File: src/design/line_ctrl_pkg.sv
// Constants and carrier types for the line controller time base
// Assumes a 100 MHz system clock; all window times are in microseconds
package line_ctrl_pkg;
  // ----------------------------------------------------------------
  // Clock and time conversion
  // ----------------------------------------------------------------
  localparam int CLK_PERIOD_NS = 10;
  localparam int US_NS         = 1000;
  localparam int US_CYCLES     = US_NS / CLK_PERIOD_NS;
  localparam int DL_NS         = 100;
  localparam int DL_CYCLES     = DL_NS / CLK_PERIOD_NS;
  // ----------------------------------------------------------------
  // Time base points in microseconds after cycle sync, then intervals in microseconds, counts and the sync byte
  // ----------------------------------------------------------------
  localparam int POLL_START_US = 1024;
  localparam int CMD_START_US  = 28952;
  localparam int CMD_END_US    = 49456;
  localparam int MY_SYNC_US = 52224;
  localparam int RESP_US       = 58;
  localparam int MON_CLR_AT    = 55;
  localparam int STROBE_US     = 80;
  localparam int PRESENT_US    = 16;
  localparam int CLR_US        = 5;
  localparam int POLL_TOTAL    = 384;
  localparam int XFER_MAX      = 3;
  localparam logic [7:0] SYNC_BYTE = 8'hAA;
  // ----------------------------------------------------------------
  // Register map (word aligned byte addresses)
  // ----------------------------------------------------------------
  localparam logic [7:0] CTRL_ADDR   = 8'h00;
  localparam logic [7:0] STATUS_ADDR = 8'h04;
  localparam logic [7:0] TIME_ADDR   = 8'h08;
  localparam logic [7:0] POLL_ADDR   = 8'h0C;
  localparam logic [7:0] TRIP_ADDR   = 8'h10;
  localparam logic [2:0] CTRL_RESET  = 3'h6;
  localparam int CTRL_BENCH_BIT = 0;
  localparam int CTRL_POLL_BIT  = 1;
  localparam int CTRL_CMD_BIT   = 2;
  // ----------------------------------------------------------------
  // Carriers
  // ----------------------------------------------------------------
  typedef struct packed {
    logic        ack;
    logic [15:0] data;
  } host_in_t;
  typedef struct packed {
    logic [7:0]  low_byte;
    logic [15:0] second;
    logic [15:0] third;
  } cmd_word_t;
  typedef struct packed {
    logic [15:0] word;
    logic [2:0]  data_set;
    logic        second;
  } mon_out_t;
endpackage

File: src/design/line_ctrl_timebase_cmd_fetch.sv
// Time base, monitor poll sequencer and command triplet fetch
// Assumes synchronous inputs, a Wishbone classic master, two hosts
`timescale 1ns/1ns
module line_ctrl_timebase_cmd_fetch
  import line_ctrl_pkg::*;
#(
  parameter int US_CYC   = US_CYCLES,
  parameter int DL_CYC   = DL_CYCLES,
  parameter int POLL_ST  = POLL_START_US,
  parameter int CMD_ST   = CMD_START_US,
  parameter int CMD_END  = CMD_END_US,
  parameter int MY_AT = MY_SYNC_US
) (
  input  wire logic        clk_i,
  input  wire logic        rst_i,
  input  wire logic        wb_cyc_i,
  input  wire logic        wb_stb_i,
  input  wire logic        wb_we_i,
  input  wire logic [7:0]  wb_adr_i,
  input  wire logic [3:0]  wb_sel_i,
  input  wire logic [31:0] wb_dat_i,
  output logic      [31:0] wb_dat_o,
  output logic             wb_ack_o,
  input  wire logic        cycle_sync_pulse_i,
  input  wire host_in_t    host_a_i,
  input  wire host_in_t    host_b_i,
  output logic      [1:0]  host_req_o,
  output logic             host_sel_o,
  input  wire logic [15:0] mon_word_i,
  input  wire logic        mon_valid_i,
  output cmd_word_t        cmd_o,
  output logic             first_word_load_strobe_o,
  output logic             second_word_load_strobe_o,
  output logic             third_word_load_strobe_o,
  output logic             start_char_load_o,
  output logic             query_o,
  output logic             mon_buf_clear_o,
  output logic      [4:0]  buffer_station_address_o,
  output mon_out_t         mon_out_o,
  output logic             mon_present_o,
  output logic             cmd_mode_o,
  output logic             poll_mode_o,
  output logic             clk2_o,
  output logic             clk1_o,
  output logic             svc_int_o
);
  // ----------------------------------------------------------------
  // Declarations
  // ----------------------------------------------------------------
  logic [6:0]  presc_reg;
  logic [3:0]  dl_presc_reg;
  logic [15:0] tb_reg;
  logic [2:0]  clr_cnt_reg;
  logic        sync_prev_reg;
  logic        clr_reg;
  logic        cmd_mode_reg;
  logic        poll_mode_reg;
  logic [6:0]  s80_cnt_reg;
  logic        host_sel_reg;
  logic [1:0]  req_flag_reg;
  logic [5:0]  resp_cnt_reg;
  logic [8:0]  poll_cnt_reg;
  logic [3:0]  pres_cnt_reg;
  logic [15:0] mon_buf_reg;
  logic [2:0]  dl_reg;
  logic [3:0]  tok_reg;
  logic [1:0]  xfer_cnt_reg;
  logic        det_en_reg;
  logic [2:0]  ctrl_reg;
  logic [15:0] trip_cnt_reg;
  logic        ack_reg;
  logic        tick_us;
  logic        tick_dl;
  logic        sync_edge;
  logic        my_sync;
  logic        clr_start;
  logic        strobe80;
  logic        load_start;
  logic        resp_tc;
  logic        ack_sel;
  logic [15:0] data_sel;
  logic        tok_clk;
  logic        match;
  logic        first_ld;
  logic        second_ld;
  logic        third_ld;
  logic        tok_end;
  logic        wb_req;

  // ----------------------------------------------------------------
  // Time base
  // ----------------------------------------------------------------
  assign tick_us    = (presc_reg == 7'(US_CYC - 1));
  assign tick_dl    = (dl_presc_reg == 4'(DL_CYC - 1));
  assign sync_edge  = cycle_sync_pulse_i & ~sync_prev_reg;
  assign my_sync = ctrl_reg[CTRL_BENCH_BIT] & tick_us &
                      (tb_reg == 16'(MY_AT - 1));
  assign clr_start  = sync_edge | my_sync;

  // Microsecond prescaler, restarted at the sync so phase is fixed;
  // it keeps running in clear, else the stretcher could never time out
  always_ff @(posedge clk_i) begin
    if (rst_i || clr_start || tick_us) begin
      presc_reg <= 7'h00;
    end else begin
      presc_reg <= presc_reg + 7'h01;
    end
  end

  // 10 MHz sampling divider for the acknowledge delay line
  always_ff @(posedge clk_i) begin
    if (rst_i || tick_dl) begin
      dl_presc_reg <= 4'h0;
    end else begin
      dl_presc_reg <= dl_presc_reg + 4'h1;
    end
  end

  // Sync edge detect; the input is already synchronous
  always_ff @(posedge clk_i) begin
    if (rst_i) begin
      sync_prev_reg <= 1'b0;
    end else begin
      sync_prev_reg <= cycle_sync_pulse_i;
    end
  end

  // Clear stretcher: a wide clear is harmless and rides out bounce
  always_ff @(posedge clk_i) begin
    if (rst_i) begin
      clr_reg     <= 1'b0;
      clr_cnt_reg <= 3'h0;
    end else if (clr_start) begin
      clr_reg     <= 1'b1;
      clr_cnt_reg <= 3'h0;
    end else if (clr_reg && tick_us) begin
      clr_cnt_reg <= clr_cnt_reg + 3'h1;
      if (clr_cnt_reg == 3'(CLR_US - 1)) begin
        clr_reg <= 1'b0;
      end
    end
  end

  // Microsecond counter of the machine cycle
  always_ff @(posedge clk_i) begin
    if (rst_i || clr_reg) begin
      tb_reg <= 16'h0000;
    end else if (tick_us) begin
      tb_reg <= tb_reg + 16'h0001;
    end
  end

  // Derived clocks; 1 MHz and 2 MHz, split at the half and quarter counts of the microsecond prescaler
  always_ff @(posedge clk_i) begin
    if (rst_i) begin
      clk1_o <= 1'b0;
      clk2_o <= 1'b0;
    end else begin
      clk1_o <= (presc_reg < 7'(US_CYC / 2));
      clk2_o <= (presc_reg < 7'(US_CYC / 4)) ||
                ((presc_reg >= 7'(US_CYC / 2)) &&
                 (presc_reg < 7'(3 * US_CYC / 4)));
    end
  end

  // ----------------------------------------------------------------
  // Command window and host alternation
  // ----------------------------------------------------------------
  assign strobe80   = cmd_mode_reg & tick_us &
                      (s80_cnt_reg == 7'(STROBE_US - 1));
  // The bench substitute sync stands in for the real one here too
  assign load_start = strobe80 | clr_start;

  // Command mode flag from time decode, dropped on every clear
  always_ff @(posedge clk_i) begin
    if (rst_i || clr_reg) begin
      cmd_mode_reg <= 1'b0;
    end else if (tick_us && tb_reg == 16'(CMD_END - 1)) begin
      cmd_mode_reg <= 1'b0;
    end else if (tick_us && tb_reg == 16'(CMD_ST - 1)) begin
      cmd_mode_reg <= ctrl_reg[CTRL_CMD_BIT];
    end
  end

  // 80 us interval counter, idle outside the command window
  always_ff @(posedge clk_i) begin
    if (rst_i || !cmd_mode_reg || strobe80) begin
      s80_cnt_reg <= 7'h00;
    end else if (tick_us) begin
      s80_cnt_reg <= s80_cnt_reg + 7'h01;
    end
  end

  // Host select toggles on each strobe, so each host waits 160 us
  always_ff @(posedge clk_i) begin
    if (rst_i || clr_reg) begin
      host_sel_reg <= 1'b0;
    end else if (strobe80) begin
      host_sel_reg <= ~host_sel_reg;
    end
  end

  // ----------------------------------------------------------------
  // Command word handshake and triplet capture
  // ----------------------------------------------------------------
  assign ack_sel  = host_sel_reg ? host_b_i.ack  : host_a_i.ack;
  assign data_sel = host_sel_reg ? host_b_i.data : host_a_i.data;
  // Token clock: second one enters the delay line
  assign tok_clk  = tick_dl & ack_sel & dl_reg[0] & ~dl_reg[1];
  assign match    = det_en_reg & (data_sel[15:8] == SYNC_BYTE) &
                    req_flag_reg[host_sel_reg];
  assign first_ld  = tok_clk & match & tok_reg[0];
  assign second_ld = tok_clk & tok_reg[1];
  assign third_ld  = tok_clk & tok_reg[2];
  assign tok_end   = tok_reg[3] |
                     (tok_clk & tok_reg[0] & ~match &
                      (xfer_cnt_reg == 2'(XFER_MAX - 1)));

  // Delay line of the selected host's acknowledge at 10 MHz
  always_ff @(posedge clk_i) begin
    if (rst_i || load_start) begin
      dl_reg <= 3'h0;
    end else if (tick_dl) begin
      dl_reg <= {dl_reg[1:0], ack_sel};
    end
  end

  // Commutating token; armed at stage one by the start load, it walks
  // one stage per word so the third load lands it on the fourth stage
  always_ff @(posedge clk_i) begin
    if (rst_i) begin
      tok_reg <= 4'h0;
    end else if (load_start) begin
      tok_reg <= 4'h1;
    end else if (tok_reg[3]) begin
      tok_reg <= 4'h0;
    end else if (first_ld || second_ld || third_ld) begin
      tok_reg <= {tok_reg[2:0], 1'b0};
    end
  end

  // Transfers of one attempt, so an empty buffer is not drained
  always_ff @(posedge clk_i) begin
    if (rst_i || load_start) begin
      xfer_cnt_reg <= 2'h0;
    end else if (tok_clk && xfer_cnt_reg != 2'(XFER_MAX)) begin
      xfer_cnt_reg <= xfer_cnt_reg + 2'h1;
    end
  end

  // Pattern detector enable
  always_ff @(posedge clk_i) begin
    if (rst_i || load_start) begin
      det_en_reg <= 1'b1;
    end else if (first_ld) begin
      det_en_reg <= 1'b0;
    end else if (third_ld) begin
      det_en_reg <= 1'b1;
    end
  end

  // Per host request flags, raised on that host's turn
  for (genvar h = 0; h < 2; h++) begin : g_host
    always_ff @(posedge clk_i) begin
      if (rst_i || clr_reg || !cmd_mode_reg) begin
        req_flag_reg[h] <= 1'b0;
      end else if (load_start) begin
        req_flag_reg[h] <= (h == 1) ? ~host_sel_reg :
                                      host_sel_reg;
      end else if (tok_end && host_sel_reg == 1'(h)) begin
        req_flag_reg[h] <= 1'b0;
      end
    end
    // Request withdrawn while the third delay stage holds a one; the
    // window gate stops a strobe at the closing tick from leaking out
    assign host_req_o[h] = req_flag_reg[h] & ~dl_reg[2] &
                           cmd_mode_reg;
  end

  // Command output registers; the host's data is stable at ack
  always_ff @(posedge clk_i) begin
    if (rst_i) begin
      cmd_o <= '0;
    end else begin
      if (first_ld) begin
        cmd_o.low_byte <= data_sel[7:0];
      end
      if (second_ld) begin
        cmd_o.second <= data_sel;
      end
      if (third_ld) begin
        cmd_o.third <= data_sel;
      end
    end
  end

  // One-cycle strobes registered from the load terms
  always_ff @(posedge clk_i) begin
    if (rst_i) begin
      first_word_load_strobe_o  <= 1'b0;
      second_word_load_strobe_o <= 1'b0;
      third_word_load_strobe_o  <= 1'b0;
      start_char_load_o         <= 1'b0;
    end else begin
      first_word_load_strobe_o  <= first_ld;
      second_word_load_strobe_o <= second_ld;
      third_word_load_strobe_o  <= third_ld;
      start_char_load_o         <= load_start;
    end
  end

  // ----------------------------------------------------------------
  // Monitor polling
  // ----------------------------------------------------------------
  assign resp_tc = poll_mode_reg & tick_us &
                   (resp_cnt_reg == 6'(RESP_US - 1));

  // Poll window flag
  always_ff @(posedge clk_i) begin
    if (rst_i || clr_reg) begin
      poll_mode_reg <= 1'b0;
    end else if (resp_tc && poll_cnt_reg == 9'(POLL_TOTAL - 1)) begin
      poll_mode_reg <= 1'b0;
    end else if (tick_us && tb_reg == 16'(POLL_ST - 1)) begin
      poll_mode_reg <= ctrl_reg[CTRL_POLL_BIT];
    end
  end

  // 58 us response period counter
  always_ff @(posedge clk_i) begin
    if (rst_i || !poll_mode_reg || resp_tc) begin
      resp_cnt_reg <= 6'h00;
    end else if (tick_us) begin
      resp_cnt_reg <= resp_cnt_reg + 6'h01;
    end
  end

  // Poll sequence counter: low five bits station, high bits pass
  always_ff @(posedge clk_i) begin
    if (rst_i || clr_reg) begin
      poll_cnt_reg <= 9'h000;
    end else if (resp_tc) begin
      poll_cnt_reg <= poll_cnt_reg + 9'h001;
    end
  end

  // Monitor buffer, cleared so that a silent station reads zero
  always_ff @(posedge clk_i) begin
    if (rst_i) begin
      mon_buf_reg <= 16'h0000;
    end else if (poll_mode_reg && tick_us &&
                 resp_cnt_reg == 6'(MON_CLR_AT - 1)) begin
      mon_buf_reg <= 16'h0000;
    end else if (mon_valid_i) begin
      mon_buf_reg <= mon_word_i;
    end
  end

  // 16 us presentation interval within the poll window
  always_ff @(posedge clk_i) begin
    if (rst_i || !poll_mode_reg) begin
      pres_cnt_reg <= 4'h0;
    end else if (tick_us) begin
      pres_cnt_reg <= pres_cnt_reg + 4'h1;
    end
  end

  // Poll side outputs; pass index maps onto data set and word
  always_ff @(posedge clk_i) begin
    if (rst_i) begin
      query_o                  <= 1'b0;
      mon_buf_clear_o          <= 1'b0;
      buffer_station_address_o <= 5'h00;
      mon_out_o                <= '0;
      mon_present_o            <= 1'b0;
    end else begin
      // Tick lands in the 1 MHz low phase, two cycles before clk1_o rises
      query_o <= resp_tc & ~clk1_o;
      mon_buf_clear_o <= poll_mode_reg & tick_us &
                         (resp_cnt_reg == 6'(MON_CLR_AT - 1));
      buffer_station_address_o <= poll_cnt_reg[4:0];
      mon_present_o <= poll_mode_reg & tick_us &
                       (pres_cnt_reg == 4'(PRESENT_US - 1));
      if (poll_mode_reg && tick_us &&
          pres_cnt_reg == 4'(PRESENT_US - 1)) begin
        mon_out_o.word <= mon_buf_reg;
        if (poll_cnt_reg[8:5] < 4'h5) begin
          mon_out_o.data_set <= 3'(poll_cnt_reg[8:5]);
          mon_out_o.second   <= 1'b0;
        end else if (poll_cnt_reg[8:5] < 4'hA) begin
          mon_out_o.data_set <= 3'(poll_cnt_reg[8:5] - 4'h5);
          mon_out_o.second   <= 1'b1;
        end else begin
          mon_out_o.data_set <= 3'h5;
          mon_out_o.second   <= poll_cnt_reg[5];
        end
      end
    end
  end

  // Service pulse as each window closes
  always_ff @(posedge clk_i) begin
    if (rst_i) begin
      svc_int_o <= 1'b0;
    end else begin
      svc_int_o <= (tick_us & cmd_mode_reg &
                    (tb_reg == 16'(CMD_END - 1))) |
                   (resp_tc &
                    (poll_cnt_reg == 9'(POLL_TOTAL - 1)));
    end
  end

  // Triplets captured since reset, for software
  always_ff @(posedge clk_i) begin
    if (rst_i) begin
      trip_cnt_reg <= 16'h0000;
    end else if (third_ld) begin
      trip_cnt_reg <= trip_cnt_reg + 16'h0001;
    end
  end

  assign host_sel_o  = host_sel_reg;
  assign cmd_mode_o  = cmd_mode_reg;
  assign poll_mode_o = poll_mode_reg;

  // ----------------------------------------------------------------
  // Wishbone slave
  // ----------------------------------------------------------------
  assign wb_req   = wb_cyc_i & wb_stb_i & ~ack_reg;
  assign wb_ack_o = ack_reg;

  // Ack one cycle after the request; writes land at that edge
  always_ff @(posedge clk_i) begin
    if (rst_i) begin
      ack_reg <= 1'b0;
    end else begin
      ack_reg <= wb_req;
    end
  end

  // Control register: bench sync, poll enable, command enable
  always_ff @(posedge clk_i) begin
    if (rst_i) begin
      ctrl_reg <= CTRL_RESET;
    end else if (wb_req && wb_we_i && wb_sel_i[0] &&
                 wb_adr_i == CTRL_ADDR) begin
      ctrl_reg <= wb_dat_i[2:0];
    end
  end

  // Read mux; unmapped addresses read zero and still ack
  always_ff @(posedge clk_i) begin
    if (rst_i) begin
      wb_dat_o <= 32'h0000_0000;
    end else if (wb_req && !wb_we_i) begin
      unique case (wb_adr_i)
        CTRL_ADDR:   wb_dat_o <= {29'h0, ctrl_reg};
        STATUS_ADDR: wb_dat_o <= {26'h0, det_en_reg, req_flag_reg,
                                  host_sel_reg, poll_mode_reg,
                                  cmd_mode_reg};
        TIME_ADDR:   wb_dat_o <= {16'h0, tb_reg};
        POLL_ADDR:   wb_dat_o <= {23'h0, poll_cnt_reg};
        TRIP_ADDR:   wb_dat_o <= {16'h0, trip_cnt_reg};
        default:     wb_dat_o <= 32'h0000_0000;
      endcase
    end
  end
endmodule // line_ctrl_timebase_cmd_fetch

File: config.mk
export PLATFORM = sky130hd
export DESIGN_NAME = line_ctrl_timebase_cmd_fetch
export DESIGN_NICKNAME = d
export VERILOG_FILES = /design/src/design/line_ctrl_pkg.sv /design/src/design/line_ctrl_timebase_cmd_fetch.sv
export SDC_FILE = /design/constraint.sdc
export NUM_CORES = 1
export LEC_CHECK = 0
export BUFFER_PORTS_ARGS = -buffer_cell sky130_fd_sc_hd__buf_4
export CAP_MARGIN = 20
export CORE_MARGIN = 2
export CORE_UTILIZATION = 34
export CTS_CLUSTER_DIAMETER = 40
export DETAILED_ROUTE_END_ITERATION = 10
export MAX_ROUTING_LAYER = met4
export PLACE_DENSITY = 0.57
export SLEW_MARGIN = 20
export SYNTH_ARGS = -nofsm -noshare
export SYNTH_HDL_FRONTEND = slang
export SYNTH_SLANG_ARGS = --single-unit
File: constraint.sdc
create_clock -name clk_i -period 2.4 [get_ports clk_i]
set_clock_uncertainty 0.2 [all_clocks]
set_input_delay 0.72 -clock clk_i [delete_from_list [all_inputs] [get_ports clk_i]]
set_output_delay 0.72 -clock clk_i [all_outputs]
set_load 0.01 [all_outputs]
==> results by stage, run 1 <==
Critical path:
- The critical path goes through ha_4 -> nor4b_4 -> buf_4 -> nand3_2 -> buf_4 -> o41ai_4 -> or2_4 -> nor3_4 -> o221a_1.
- The flop-to-flop setup slack is 0.05 ns.
- The cell at the slowest stage of the critical path is sky130_fd_sc_hd__o41ai_4.
- Data on the critical path arrives at its endpoint at 2.47 ns.
- In this run the worst path has a maximum fanout of 3.
- The worst setup path is launched from a register.
- By startpoint and endpoint, the worst setup path is classified as reg -> reg.
- In this design, the stage delay of the slowest critical-path cell is 0.45 ns.
- The critical path required time is 2.53 ns.
- By instance count, the cell type seen most on the critical path is sky130_fd_sc_hd__buf_4.
- STA classifies the critical path endpoint as a register.

Finish:
- Cells with a size suffix above 1 make up 26.21% of the layout.
- In the final design database the tool counted 1266 nets.
- cmd_o holds more flip-flops than any other register.
- The area added between synthesis and finish is 30.97%.
- The repair_antennas step left the layout with diodes totalling 0.
- The largest registers in the layout are cmd_o x40, mon_out_o x20.
- The register with the most flip-flops in the layout has 40 of them.

Synthesis:
- The average instance in the mapped netlist occupies 8.974 um2.
- Synthesis produced a netlist whose cell count is 946.
- The portion of the post-synthesis area used by sequential elements is 47.16%.
- For this run, the leading register cell type out of synthesis is sky130_fd_sc_hd__dfxtp_1.
- In this run the cell area of the synthesized design comes to 8489 um2.
- After synthesis, the largest area contributor takes up 47.16% of total cell area.
- Yosys attributes the largest share of cell area to sky130_fd_sc_hd__dfxtp_1, sky130_fd_sc_hd__nor2_1, sky130_fd_sc_hd__mux2i_1.
- The most common cell in the netlist is sky130_fd_sc_hd__dfxtp_1.
- In the synthesized netlist, the cells that appear most often are sky130_fd_sc_hd__dfxtp_1, sky130_fd_sc_hd__nor2_1, sky130_fd_sc_hd__nand2_1, sky130_fd_sc_hd__mux2i_1, sky130_fd_sc_hd__a211oi_1.
- The post-synthesis register bit count is 200.
- The synthesized design contains 0 enable-type register cells.
- For this run, the number of Yosys warnings is 0.
- The number of different library cells in the post-synthesis netlist is 60.
- The largest total area in the synthesized netlist belongs to sky130_fd_sc_hd__dfxtp_1.
- The fraction of registers with async set or reset after synthesis is 0%.

Route:
- For this run, design rule violations remaining after detail routing come to 0.
- The detail-routed net length per standard cell is 14.65 um.
- The pre-antenna-repair detailed-routing pass consisted of 4 iterations.
- The final routed wirelength across all metal layers is 21.74 mm.
- In this run the remaining antenna-violating nets after routing total 0.
- After detailed routing, the number of vias per cell comes to 4.782.
- For this block, the via count after detailed routing is 7096.
- In this run, the number of DRC markers left after iteration 0 of detailed routing was 448.

STA:
- The slew at the pin with the worst max-slew slack is 0.9511 ns.
- After layout, the minimum clock period comes to 2.345 ns.
- The upper clock frequency limit is 426.4 MHz.
- Setup violations remaining at the end of the flow were counted as 0.
- The headroom to the max-slew limit is 36.36%.
- The number of hold-slack violations in the final timing report is 0.
- Of the available clock period, the critical path in the final layout requires 97.73%.
- Setup repair after global routing could not meet its margin everywhere.
- Across all hold checks on the routed design, the worst slack comes to 0.2350 ns.
- The max-slew violation total from the final report is 0.

Clock network:
- The number of levels the H-tree was split into is 4.
- The number of buffers inserted by hold repair at cts is 0.
- The tree is rooted in a sky130_fd_sc_hd__clkbuf_16.
- The number of buffers created by CTS is 17.
- For the worst-skew pair, the clock arrives at the later sink with an insertion delay of 0.44 ns.
- The TritonCTS clock tree is built.
- The number of clock sinks is 200.
- In this run the deepest clock path goes through 2 buffers.
- The clock-pin slew on the worst setup and hold paths is 0.07 ns.

Power and ir drop:
- For this design the ratio of total power to cell area is 584.5 nW/um2.
- The analysis attributes to cell leakage a power of 4.381 nW.
- VDD sags by at most 0.0003874 V.
- The total power is 6.498 mW.

GRT:
- The number of antenna violations at the first check in global routing is 0.
- The global-route usage over all layers is 17.29%.
- The wire length of the first global-routing pass is 35.07 mm.
- The global-route congestion overflow total is 0.
- The pin count of the biggest net entering global routing is 84.
- The number of global-route vias before repair is 6700.

Floorplanning:
- The floorplan step defined a die boundary enclosing 26250 um2.
- After floorplanning, the core was sized to cover 24390 um2.
- The number of top-level design ports is 214.
- The width of the die is 162.0 um.
- The die boundary height is 162.0 um.
- The initial utilization of the core area, before any placement, comes to 34.81%.
- The standard-cell row count is 57.

Run status:
- The run finished with clean final reports.

Place:
- In this run the tool buffered the top-level ports with 165 buffer cells.
- Once detailed placement completed, the half-perimeter wirelength came to 16.19 mm.
- At the end of routability-driven placement, the weighted congestion stood at 0.8308.

Run:
- The max-cap violation count is 0.

Min path:
- The path class of the tightest hold or removal check is reg -> reg.
cell type report:
cell class	instances	area [um2]
clock buffer	17	425.4
timing repair buffer	234	1836
multi-input combinational	675	4218
tap	324	405.4
fill	2417	13270
inverter	19	71.32
sequential	200	4008
clock inverter	15	155.1
per-stage QoR:
step	util, %	std cells	area, um2	setup slack [ns]	setup TNS (ns)
floorplan	-	961	8573	-0.1077	-0.3152
global placement	42.80	1450	10440	-0.2458	-4.419
detailed placement	42.80	1450	10440	-0.2629	-5.324
CTS	45.27	1483	11040	-0.04728	-0.04728
global route	45.58	1484	11120	-0.03732	-0.06322
finish	45.58	1484	11120	0.05455	0
kinds of logic after synthesis:
kind of cell | count (synthesis) | synth area share, %
adder cells (fa/ha/maj) | 18 | 2.653
buffers and inverters | 86 | 4.864
multiplexers | 47 | 5.556
XOR/XNOR | 59 | 6.087
other | 1 | 0.04417
AND/OR/NAND/NOR | 395 | 22.59
AO/OA/AOI/OAI | 140 | 11.04
flip-flops | 200 | 47.16
timing repair:
| action | in CTS | in global routing |
|---|---|---|
| pin swaps | 2 | 5 |
| buffers inserted | 1 | 1 |
| resized for setup | 4 | 17 |
| endpoints found under the setup margin | 1 | 44 |
placed cells by master, fill, tap and decap left out, drive strengths merged, types with 2 or more instances in the layout:
cell	Yosys	layout
a211oi	43	43
a21oi	35	35
a221oi	2	2
a22oi	16	16
a311oi	5	5
a32oi	3	3
and2	9	9
and3	10	10
and3b	3	3
and4	3	3
buf	35	234
clkbuf	32	17
clkinv	0	6
conb	1	16
dfxtp	200	200
ha	18	18
inv	19	27
mux2i	46	46
nand2	94	94
nand2b	3	3
nand3	26	26
nand3b	4	4
nand4	19	19
nor2	160	160
nor2b	8	8
nor3	24	24
nor3b	6	6
nor4	4	4
o21ai	26	26
o221a	2	2
o22ai	2	2
or2	5	5
or3	8	8
or4	5	5
xnor2	25	25
xor2	34	34
worst paths after layout:
path / startpoint / endpoint / cells past startpoint
worst min-delay path: clk1_o$_SDFF_PP0_ / query_o$_SDFF_PP0_ / 1
worst min register to register: clk1_o$_SDFF_PP0_ / query_o$_SDFF_PP0_ / 1
worst max register to register: presc_reg[0]$_SDFF_PP0_ / req_flag_reg[1]$_SDFFE_PP0P_ / 9
worst max-delay path: presc_reg[0]$_SDFF_PP0_ / req_flag_reg[1]$_SDFFE_PP0P_ / 9
per-layer routing:
metal	track usage, %	up-vias	routed length, um
li1	-	3637	-
met1	23.21	3292	10440
met2	26.34	151	9947
met3	3.524	16	1074
met4	5.149	0	280
met5	-	-	0
critical path, delay by kind of cell, from the launching register on:
family | cells | cell delay, ns
AO/OA/AOI/OAI | 2 | 0.67
adder cells (fa/ha/maj) | 1 | 0.14
flip-flops | 1 | 0.36
buffers and inverters | 2 | 0.32
AND/OR/NAND/NOR | 4 | 0.53
where the power goes:
part           switching (mW)  internal, mW  leakage (nW)
clock network            1.42          1.39         0.282
registers              0.0206          3.35          1.62
logic                   0.168         0.153          2.48
total                    1.60          4.89          4.38
Power figures use the tool's default switching activity.
==> run 2: changes to the inputs <==
--- a/config.mk
+++ b/config.mk
@@ -12,7 +12,7 @@
 export CTS_CLUSTER_DIAMETER = 40
 export DETAILED_ROUTE_END_ITERATION = 10
 export MAX_ROUTING_LAYER = met4
-export PLACE_DENSITY = 0.57
+export PLACE_DENSITY = 0.55
 export SLEW_MARGIN = 20
 export SYNTH_ARGS = -nofsm -noshare
 export SYNTH_HDL_FRONTEND = slang
==> constraint.sdc (replaced) <==
create_clock -name clk_i -period 2.28 [get_ports clk_i]
set_clock_uncertainty 0.2 [all_clocks]
set_input_delay 0.684 -clock clk_i [delete_from_list [all_inputs] [get_ports clk_i]]
set_output_delay 0.684 -clock clk_i [all_outputs]
set_load 0.01 [all_outputs]
==> run 2 against run 1 <==
- cell count is 1.3% higher
- global-route usage grew 0.21 points
- register-to-register slack worse by 0.05 ns
- wire length is 3.2% higher
- sequential share of layout area fell by 0.68 points
- combinational power up 10%
- critical path depth is 2 lower
- first-iteration DRC count down 21%
- die area is the same
- via count grew 1.4%
- fmax increased by 3.1%
- worst setup slack got worse by 0.050 ns
- critical path type unchanged
- largest cell class unchanged
==> results by stage, run 2 (same netlist as run 1, synthesis figures left out) <==
Run status:
- The run finished with clean final reports.

GRT:
- Global routing finished with a remaining overflow of 0.
- Across every metal layer, demand over resource in global routing totals 17.49%.
- The first global-routing pass estimated 35.80 mm of wire.
- The number of antenna violations at the first check in global routing came to 0.
- The number of global-route vias before repair was 6870.
- The pin count of the biggest net entering global routing is 58.

STA:
- The post-route fraction of the period consumed by the critical path is 99.81%.
- The slew at the pin with the worst max-slew slack is 0.9695 ns.
- Setup slack on the critical path of the routed design comes to 0.004319 ns.
- The total setup violations reported at the end of the flow is 0.
- Hold timing on the final database bottoms out at a slack of 0.2259 ns.
- The max-slew violation total from the final report is 0.
- The headroom to the max-slew limit is 35.13%.
- The final critical path time including I/O delays and setup is 2.276 ns.
- The upper clock frequency limit is 439.4 MHz.
- Setup repair after global routing could not meet its margin everywhere.
- The number of hold-slack violations in the final timing report is 0.

Critical path:
- The largest fanout on the critical path is 5.
- The critical path is of the reg -> reg type.
- The kind of end point of the critical path is a register.
- The critical path required time is 2.43 ns.
- The worst path arrival time is 2.43 ns.
- The startpoint type of the worst setup path is a register.

Floorplanning:
- The die boundary height is 162.0 um.
- The floorplan step set the die width to 162.0 um.
- The starting density of the core is 34.81%.
- 214 I/O pins were placed.
- The core area is 24390 um2.
- The standard-cell row count is 57.
- The area enclosed by the die boundary is 26250 um2.

Power and ir drop:
- The worst IR drop on VDD is 0.0004373 V.
- The power density over the cells is 609.2 nW/um2.
- The leakage power total is 4.546 nW.

Route:
- The detail route stage leaves a number of antenna-violating nets equal to 0.
- For this block, the routed nets add up to 22.44 mm of wire.
- The via count normalized by instance count is 4.788.
- The number of iterations in the first detailed-routing pass is 5.
- After the first detailed-routing iteration, the DRC count stood at 353.
- The number of vias in the routed layout is 7196.
- In the final routed layout, each cell accounts on average for 14.93 um.
- For this run, design rule violations remaining after detail routing come to 0.

Place:
- The total placed instance area is 10580 um2.
- The total of buffers placed on input and output ports is 165.
- After legalization and detailed placement, the total HPWL measured 16.35 mm.
- The number of cells after detailed placement is 1466.
- The post-placement worst setup slack is -0.3213 ns.
- The global placer's final weighted congestion is 0.8135.

Finish:
- The area added between synthesis and finish is 33.66%.
- The footprint of the multi-input gates is 4237 um2.
- The register with the most flip-flops in the layout has 40 of them.
- Ranked by flip-flop count, first place goes to cmd_o.
- The repair_antennas step left the layout with diodes totalling 0.
- The post-route netlist has 27.91% of its cells at a drive strength greater than 1.
- The finished layout holds 1503 standard cells, fillers aside.
- The count of nets after finishing is 1285.
- In the final layout, the registers with the most flip-flops are cmd_o x40, mon_out_o x20.
- After filler insertion, the fill cell instance count of the layout stands at 2416.
- The top cell types in the final layout, fill and taps aside, are sky130_fd_sc_hd__buf_4, sky130_fd_sc_hd__dfxtp_1, sky130_fd_sc_hd__nor2_1.
- The leading cell type in the layout, fill and taps excluded is sky130_fd_sc_hd__buf_4.
- The sequential cell area is 4013 um2.
- Summing all non-filler instances in the final layout gives an area of 11350 um2.

Clock network:
- The cell at the root of the clock tree is sky130_fd_sc_hd__clkbuf_16.
- The clock-pin slew on the worst setup and hold paths is 0.07 ns.
- The TritonCTS clock tree is built.
- The clock latency reported for the late side of the worst-skew pair is 0.43 ns.
- The buffer levels on the longest clock path is 2.
- The number of clock buffers added by TritonCTS is 17.
- The number of levels the H-tree was split into is 4.
- The number of clock sinks is 200.

Run:
- The tool flagged a number of max-cap violations equal to 0.

Min path:
- In this run the worst hold path is classified as reg -> reg.
==> run 2: cell count changes in the layout (fill, tap and decap cells not counted), sizes merged <==
cell	delta
buf	+17
bufbuf	+1
bufinv	+1
clkbuf	+1
inv	-1
==> run 2: report_power, final <==
group | leakage, nW | switching [mW] | total [mW] | internal [mW]
Sequential | 1.62 | 0.0211 | 3.54 | 3.52
Combinational | 2.64 | 0.183 | 0.353 | 0.170
Clock | 0.287 | 1.46 | 3.01 | 1.56
==> run 2: cell type report <==
type | instances | share of cell area (%)
inverters | 19 | 0.6285
multi-input cells | 675 | 37.34
clock inverters | 15 | 1.400
flip-flops and latches | 200 | 35.36
clock buffers | 17 | 3.749
repair buffers | 253 | 17.95
well taps | 324 | 3.573
==> run 2: metal layers <==
metal	routed length (um)	vias to the layer above	part of all wire [%]	GRT usage [%]
met4	182	0	0.81	4.224
met2	10140	161	45	27.00
met3	1097	10	4.9	3.320
li1	-	3673	-	-
met5	0	-	0	-
met1	11020	3352	49	23.75
==> run 2: what timing repair did <==
action	in CTS	in global routing
gates resized for setup	13	14
hold buffers	0	0
setup endpoints to repair	8	86
endpoints found under the hold margin	0	0
cloned	1	1
setup buffers	2	1
pin swaps	7	10
==> run 2: worst paths after layout <==
kind / start / endpoint / slack [ns] / depth (start not counted)
max: presc_reg[0]$_SDFF_PP0_ / tb_reg[11]$_SDFFE_PP0N_ / 0.004 / 7
min: clk1_o$_SDFF_PP0_ / query_o$_SDFF_PP0_ / 0.23 / 1
min reg2reg: clk1_o$_SDFF_PP0_ / query_o$_SDFF_PP0_ / 0.23 / 1
max reg2reg: presc_reg[0]$_SDFF_PP0_ / tb_reg[11]$_SDFFE_PP0N_ / 0.004 / 7
==> run 2: stage by stage <==
step / setup TNS (ns) / utilization [%] / power (mW)
after floorplan: -1.524 / - / 3.804
after CTS: -0.01043 / 46.17 / 7.002
after detailed placement: -9.708 / 43.38 / 3.971
after global routing: -0.3962 / 46.52 / 7.185
after global placement: -7.856 / 43.38 / 3.968
final: 0 / 46.52 / 6.912
==> run 2: worst max-delay path, cell delays in order (launching register included) <==
cell	delay, ns
sky130_fd_sc_hd__dfxtp_4	0.37
sky130_fd_sc_hd__ha_4	0.13
sky130_fd_sc_hd__nor4b_4	0.22
sky130_fd_sc_hd__buf_4	0.17
sky130_fd_sc_hd__nand2_2	0.05
sky130_fd_sc_hd__or4_4	0.59
sky130_fd_sc_hd__or3_1	0.33
sky130_fd_sc_hd__a21oi_1	0.14
==> run 3: changes to the inputs <==
--- a/config.mk
+++ b/config.mk
@@ -12,7 +12,6 @@
 export CTS_CLUSTER_DIAMETER = 40
 export DETAILED_ROUTE_END_ITERATION = 10
 export MAX_ROUTING_LAYER = met4
-export PLACE_DENSITY = 0.55
 export SLEW_MARGIN = 20
 export SYNTH_ARGS = -nofsm -noshare
 export SYNTH_HDL_FRONTEND = slang
==> run 3 against run 2 <==
- the run now ends with setup timing left
- global-route usage fell by 0.48 points
- sequential cell count is the same
- combinational power increased by 2%
- hold slack got worse by 0.0053 ns
- total power grew 0.91%
- core utilization is 0.62 points higher
- design area is 1.3% higher
- wire length down 0.27%
- critical path type unchanged
- critical endpoint is now req_flag_reg[0]$_SDFFE_PP0P_
==> results by stage, run 3 (same netlist as run 1, synthesis figures left out) <==
Run status:
- The flow ran to the end, but the final reports show violations.
- The checks that failed: setup timing.

GRT:
- The number of antenna violations at the first check in global routing came to 0.
- Global routing consumed, over all layers together, 17.01% of the routing resources.
- The number of global-route vias before repair was 6886.
- Entering global routing, the biggest net connects 51 pins.
- Global routing finished with a remaining overflow of 0.
- The wire length of the first global-routing pass is 34.96 mm.

Finish:
- In the final layout, the registers with the most flip-flops are cmd_o x40, mon_out_o x20.
- Cells fill 47.14% of the core in the end.
- The number of antenna diodes is 0.
- Compared with the post-synthesis result, the final layout area differs by 35.43%.
- The register with the most flip-flops in the layout has 40 of them.
- The count of nets after finishing is 1287.
- Cells with a size suffix above 1 make up 29.13% of the layout.
- The count of filler cells inserted in the layout is 2353.
- Leaving out fill and tap cells, the most frequent cells in the layout are sky130_fd_sc_hd__buf_4, sky130_fd_sc_hd__dfxtp_1, sky130_fd_sc_hd__nor2_1.
- The sequential cell area is 4011 um2.
- Counting flops per register, the top entry is cmd_o.
- The leading cell type in the layout, fill and taps excluded is sky130_fd_sc_hd__buf_4.
- Summing all multi-input logic gate instances after layout gives 4322 um2.

Critical path:
- For the worst setup path, the data required time is 2.41 ns.
- For the worst setup path, the data arrival time is 2.48 ns.
- The flop-to-flop setup slack is -0.07 ns.
- The capture point of the worst reg-to-reg path is req_flag_reg[0]$_SDFFE_PP0P_.
- The cell at the slowest stage of the critical path is sky130_fd_sc_hd__or4_4.
- The number of cells on the worst reg-to-reg path is 8.
- The number of buffer and inverter stages on the critical path is 1.
- The largest fanout on the critical path is 3.
- STA classifies the critical path startpoint as a register.
- The critical setup path kind is reg -> reg.
- The reg-to-reg critical path startpoint is tb_reg[1]$_SDFFE_PP0N_.
- The cell family with the largest share of critical-path delay is simple AND/OR/NAND/NOR gates.
- The worst setup path is captured at a register.
- The largest single stage delay on the critical path is 0.51 ns.
- Traced cell by cell, the critical path runs through ha_4 -> nand2_2 -> or4_4 -> o41ai_4 -> buf_4 -> or2_4 -> nor3_2 -> o221a_1.

Clock network:
- The number of buffers inserted by hold repair at cts is 0.
- The buffer levels on the longest clock path is 2.
- The cell sitting at the root of the clock tree is a sky130_fd_sc_hd__clkbuf_16.
- After clock tree synthesis, the clock-pin slew on the worst setup and hold paths is 0.08 ns.
- The number of levels the H-tree was split into is 4.
- The number of clock sinks is 200.
- TritonCTS built the clock tree.
- Buffers inserted during clock tree synthesis total 17.
- The clock latency reported for the late side of the worst-skew pair is 0.44 ns.

Floorplanning:
- The core area is 24390 um2.
- In this run the count of I/O pins placed on the die edge is 214.
- In this run the core area contains 57 standard-cell rows.
- The initial utilization of the core area, before any placement, comes to 34.81%.
- The die covers 26250 um2.
- The die is 162.0 um wide.
- The die boundary height is 162.0 um.

STA:
- In the finished design, the share of the clock period the worst path needs comes to 102.9%.
- Setup repair after global routing could not meet its margin everywhere.
- The final critical path time including I/O delays and setup is 2.347 ns.
- Setup violations remaining at the end of the flow were counted as 4.
- The headroom to the max-slew limit is 39.46%.
- Once routing completed, OpenROAD measured the worst setup slack at -0.06685 ns.
- For this run, the top clock speed supported by timing is 426.1 MHz.
- For the pin with the worst max-slew slack, the measured transition is 0.9048 ns.
- The max-slew violation total from the final report is 0.
- The number of hold-slack violations in the final timing report is 0.
- In the final timing run, aggregate negative setup slack is -0.1882 ns.

Min path:
- The path with the worst hold slack has its endpoint at query_o$_SDFF_PP0_.
- The launch point of the worst hold path is clk1_o$_SDFF_PP0_.
- The hold path depth is 1.
- The type of the most critical hold path is reg -> reg.

Place:
- The post-placement worst setup slack is -0.3340 ns.
- At the end of routability-driven placement, the weighted congestion stood at 0.8633.
- The total of buffers placed on input and output ports is 165.
- The detailed placement HPWL is 16.51 mm.

Power and ir drop:
- The leakage power total is 4.588 nW.
- The power density over the cells is 606.7 nW/um2.
- The total power is 6.976 mW.
- The worst IR drop on VDD is 0.0004058 V.

Route:
- The first routing iteration left 392 violations.
- The number of remaining DRC errors is 0.
- The routed layout has 7241 vias.
- The final routed wirelength across all metal layers is 22.38 mm.
- The detail-routed net length per standard cell is 14.87 um.
- The number of antenna-violating nets in the routed design is 0.
- The number of iterations in the first detailed-routing pass is 5.
- Using the TritonRoute via totals, the vias-per-cell ratio works out to 4.811.

Run:
- The max-cap violation count is 0.
==> run 3: cell type report <==
type	count	share of cell area, %
Inverter	19	0.6203
Multi-Input combinational cell	675	37.59
Clock buffer	18	3.820
Tap cell	324	3.526
Timing Repair Buffer	255	18.10
Clock inverter	14	1.458
Sequential cell	200	34.89
==> run 3: worst max-delay path by stage <==
stage | startpoint | endpoint | depth (start not counted)
finish | tb_reg[1]$_SDFFE_PP0N_ | req_flag_reg[0]$_SDFFE_PP0P_ | 8
floorplan | wb_adr_i[1] | wb_dat_o[2]$_SDFFE_PP0P_ | 7
CTS | presc_reg[0]$_SDFF_PP0_ | cmd_mode_o$_SDFFE_PP0P_ | 7
detailed placement | host_b_i[12] | cmd_o[38]$_SDFFE_PP0P_ | 8
global route | presc_reg[0]$_SDFF_PP0_ | cmd_mode_o$_SDFFE_PP0P_ | 7
global placement | wb_adr_i[1] | wb_dat_o[4]$_SDFFE_PP0P_ | 8
==> run 3: report_power, final <==
group          internal (mW)  switching, mW
clock                   1.53           1.54
sequential              3.52         0.0207
combinational          0.174          0.185
total                   5.23           1.75
==> run 3: metal layers <==
metal	vias up	track usage (%)	share of wire, %
li1	3664	-	-
met1	3384	21.92	47
met2	176	27.43	46
met3	17	4.341	6.2
met4	0	2.896	0.81
met5	-	-	0
==> run 3: stage by stage <==
step	std cells	area, um2	hold slack, ns
after floorplan	961	8589	0.2312
after global placement	1467	10610	0.2146
after detailed placement	1467	10610	0.2113
after CTS	1501	11250	0.2229
after global routing	1505	11500	0.2574
final	1505	11500	0.2206
==> run 3: timing repair <==
item,4_1_cts,5_1_grt
buffers inserted,2,2
pin swaps,5,20
cloned,0,2
endpoints found under the setup margin,8,45
gates resized for setup,3,45
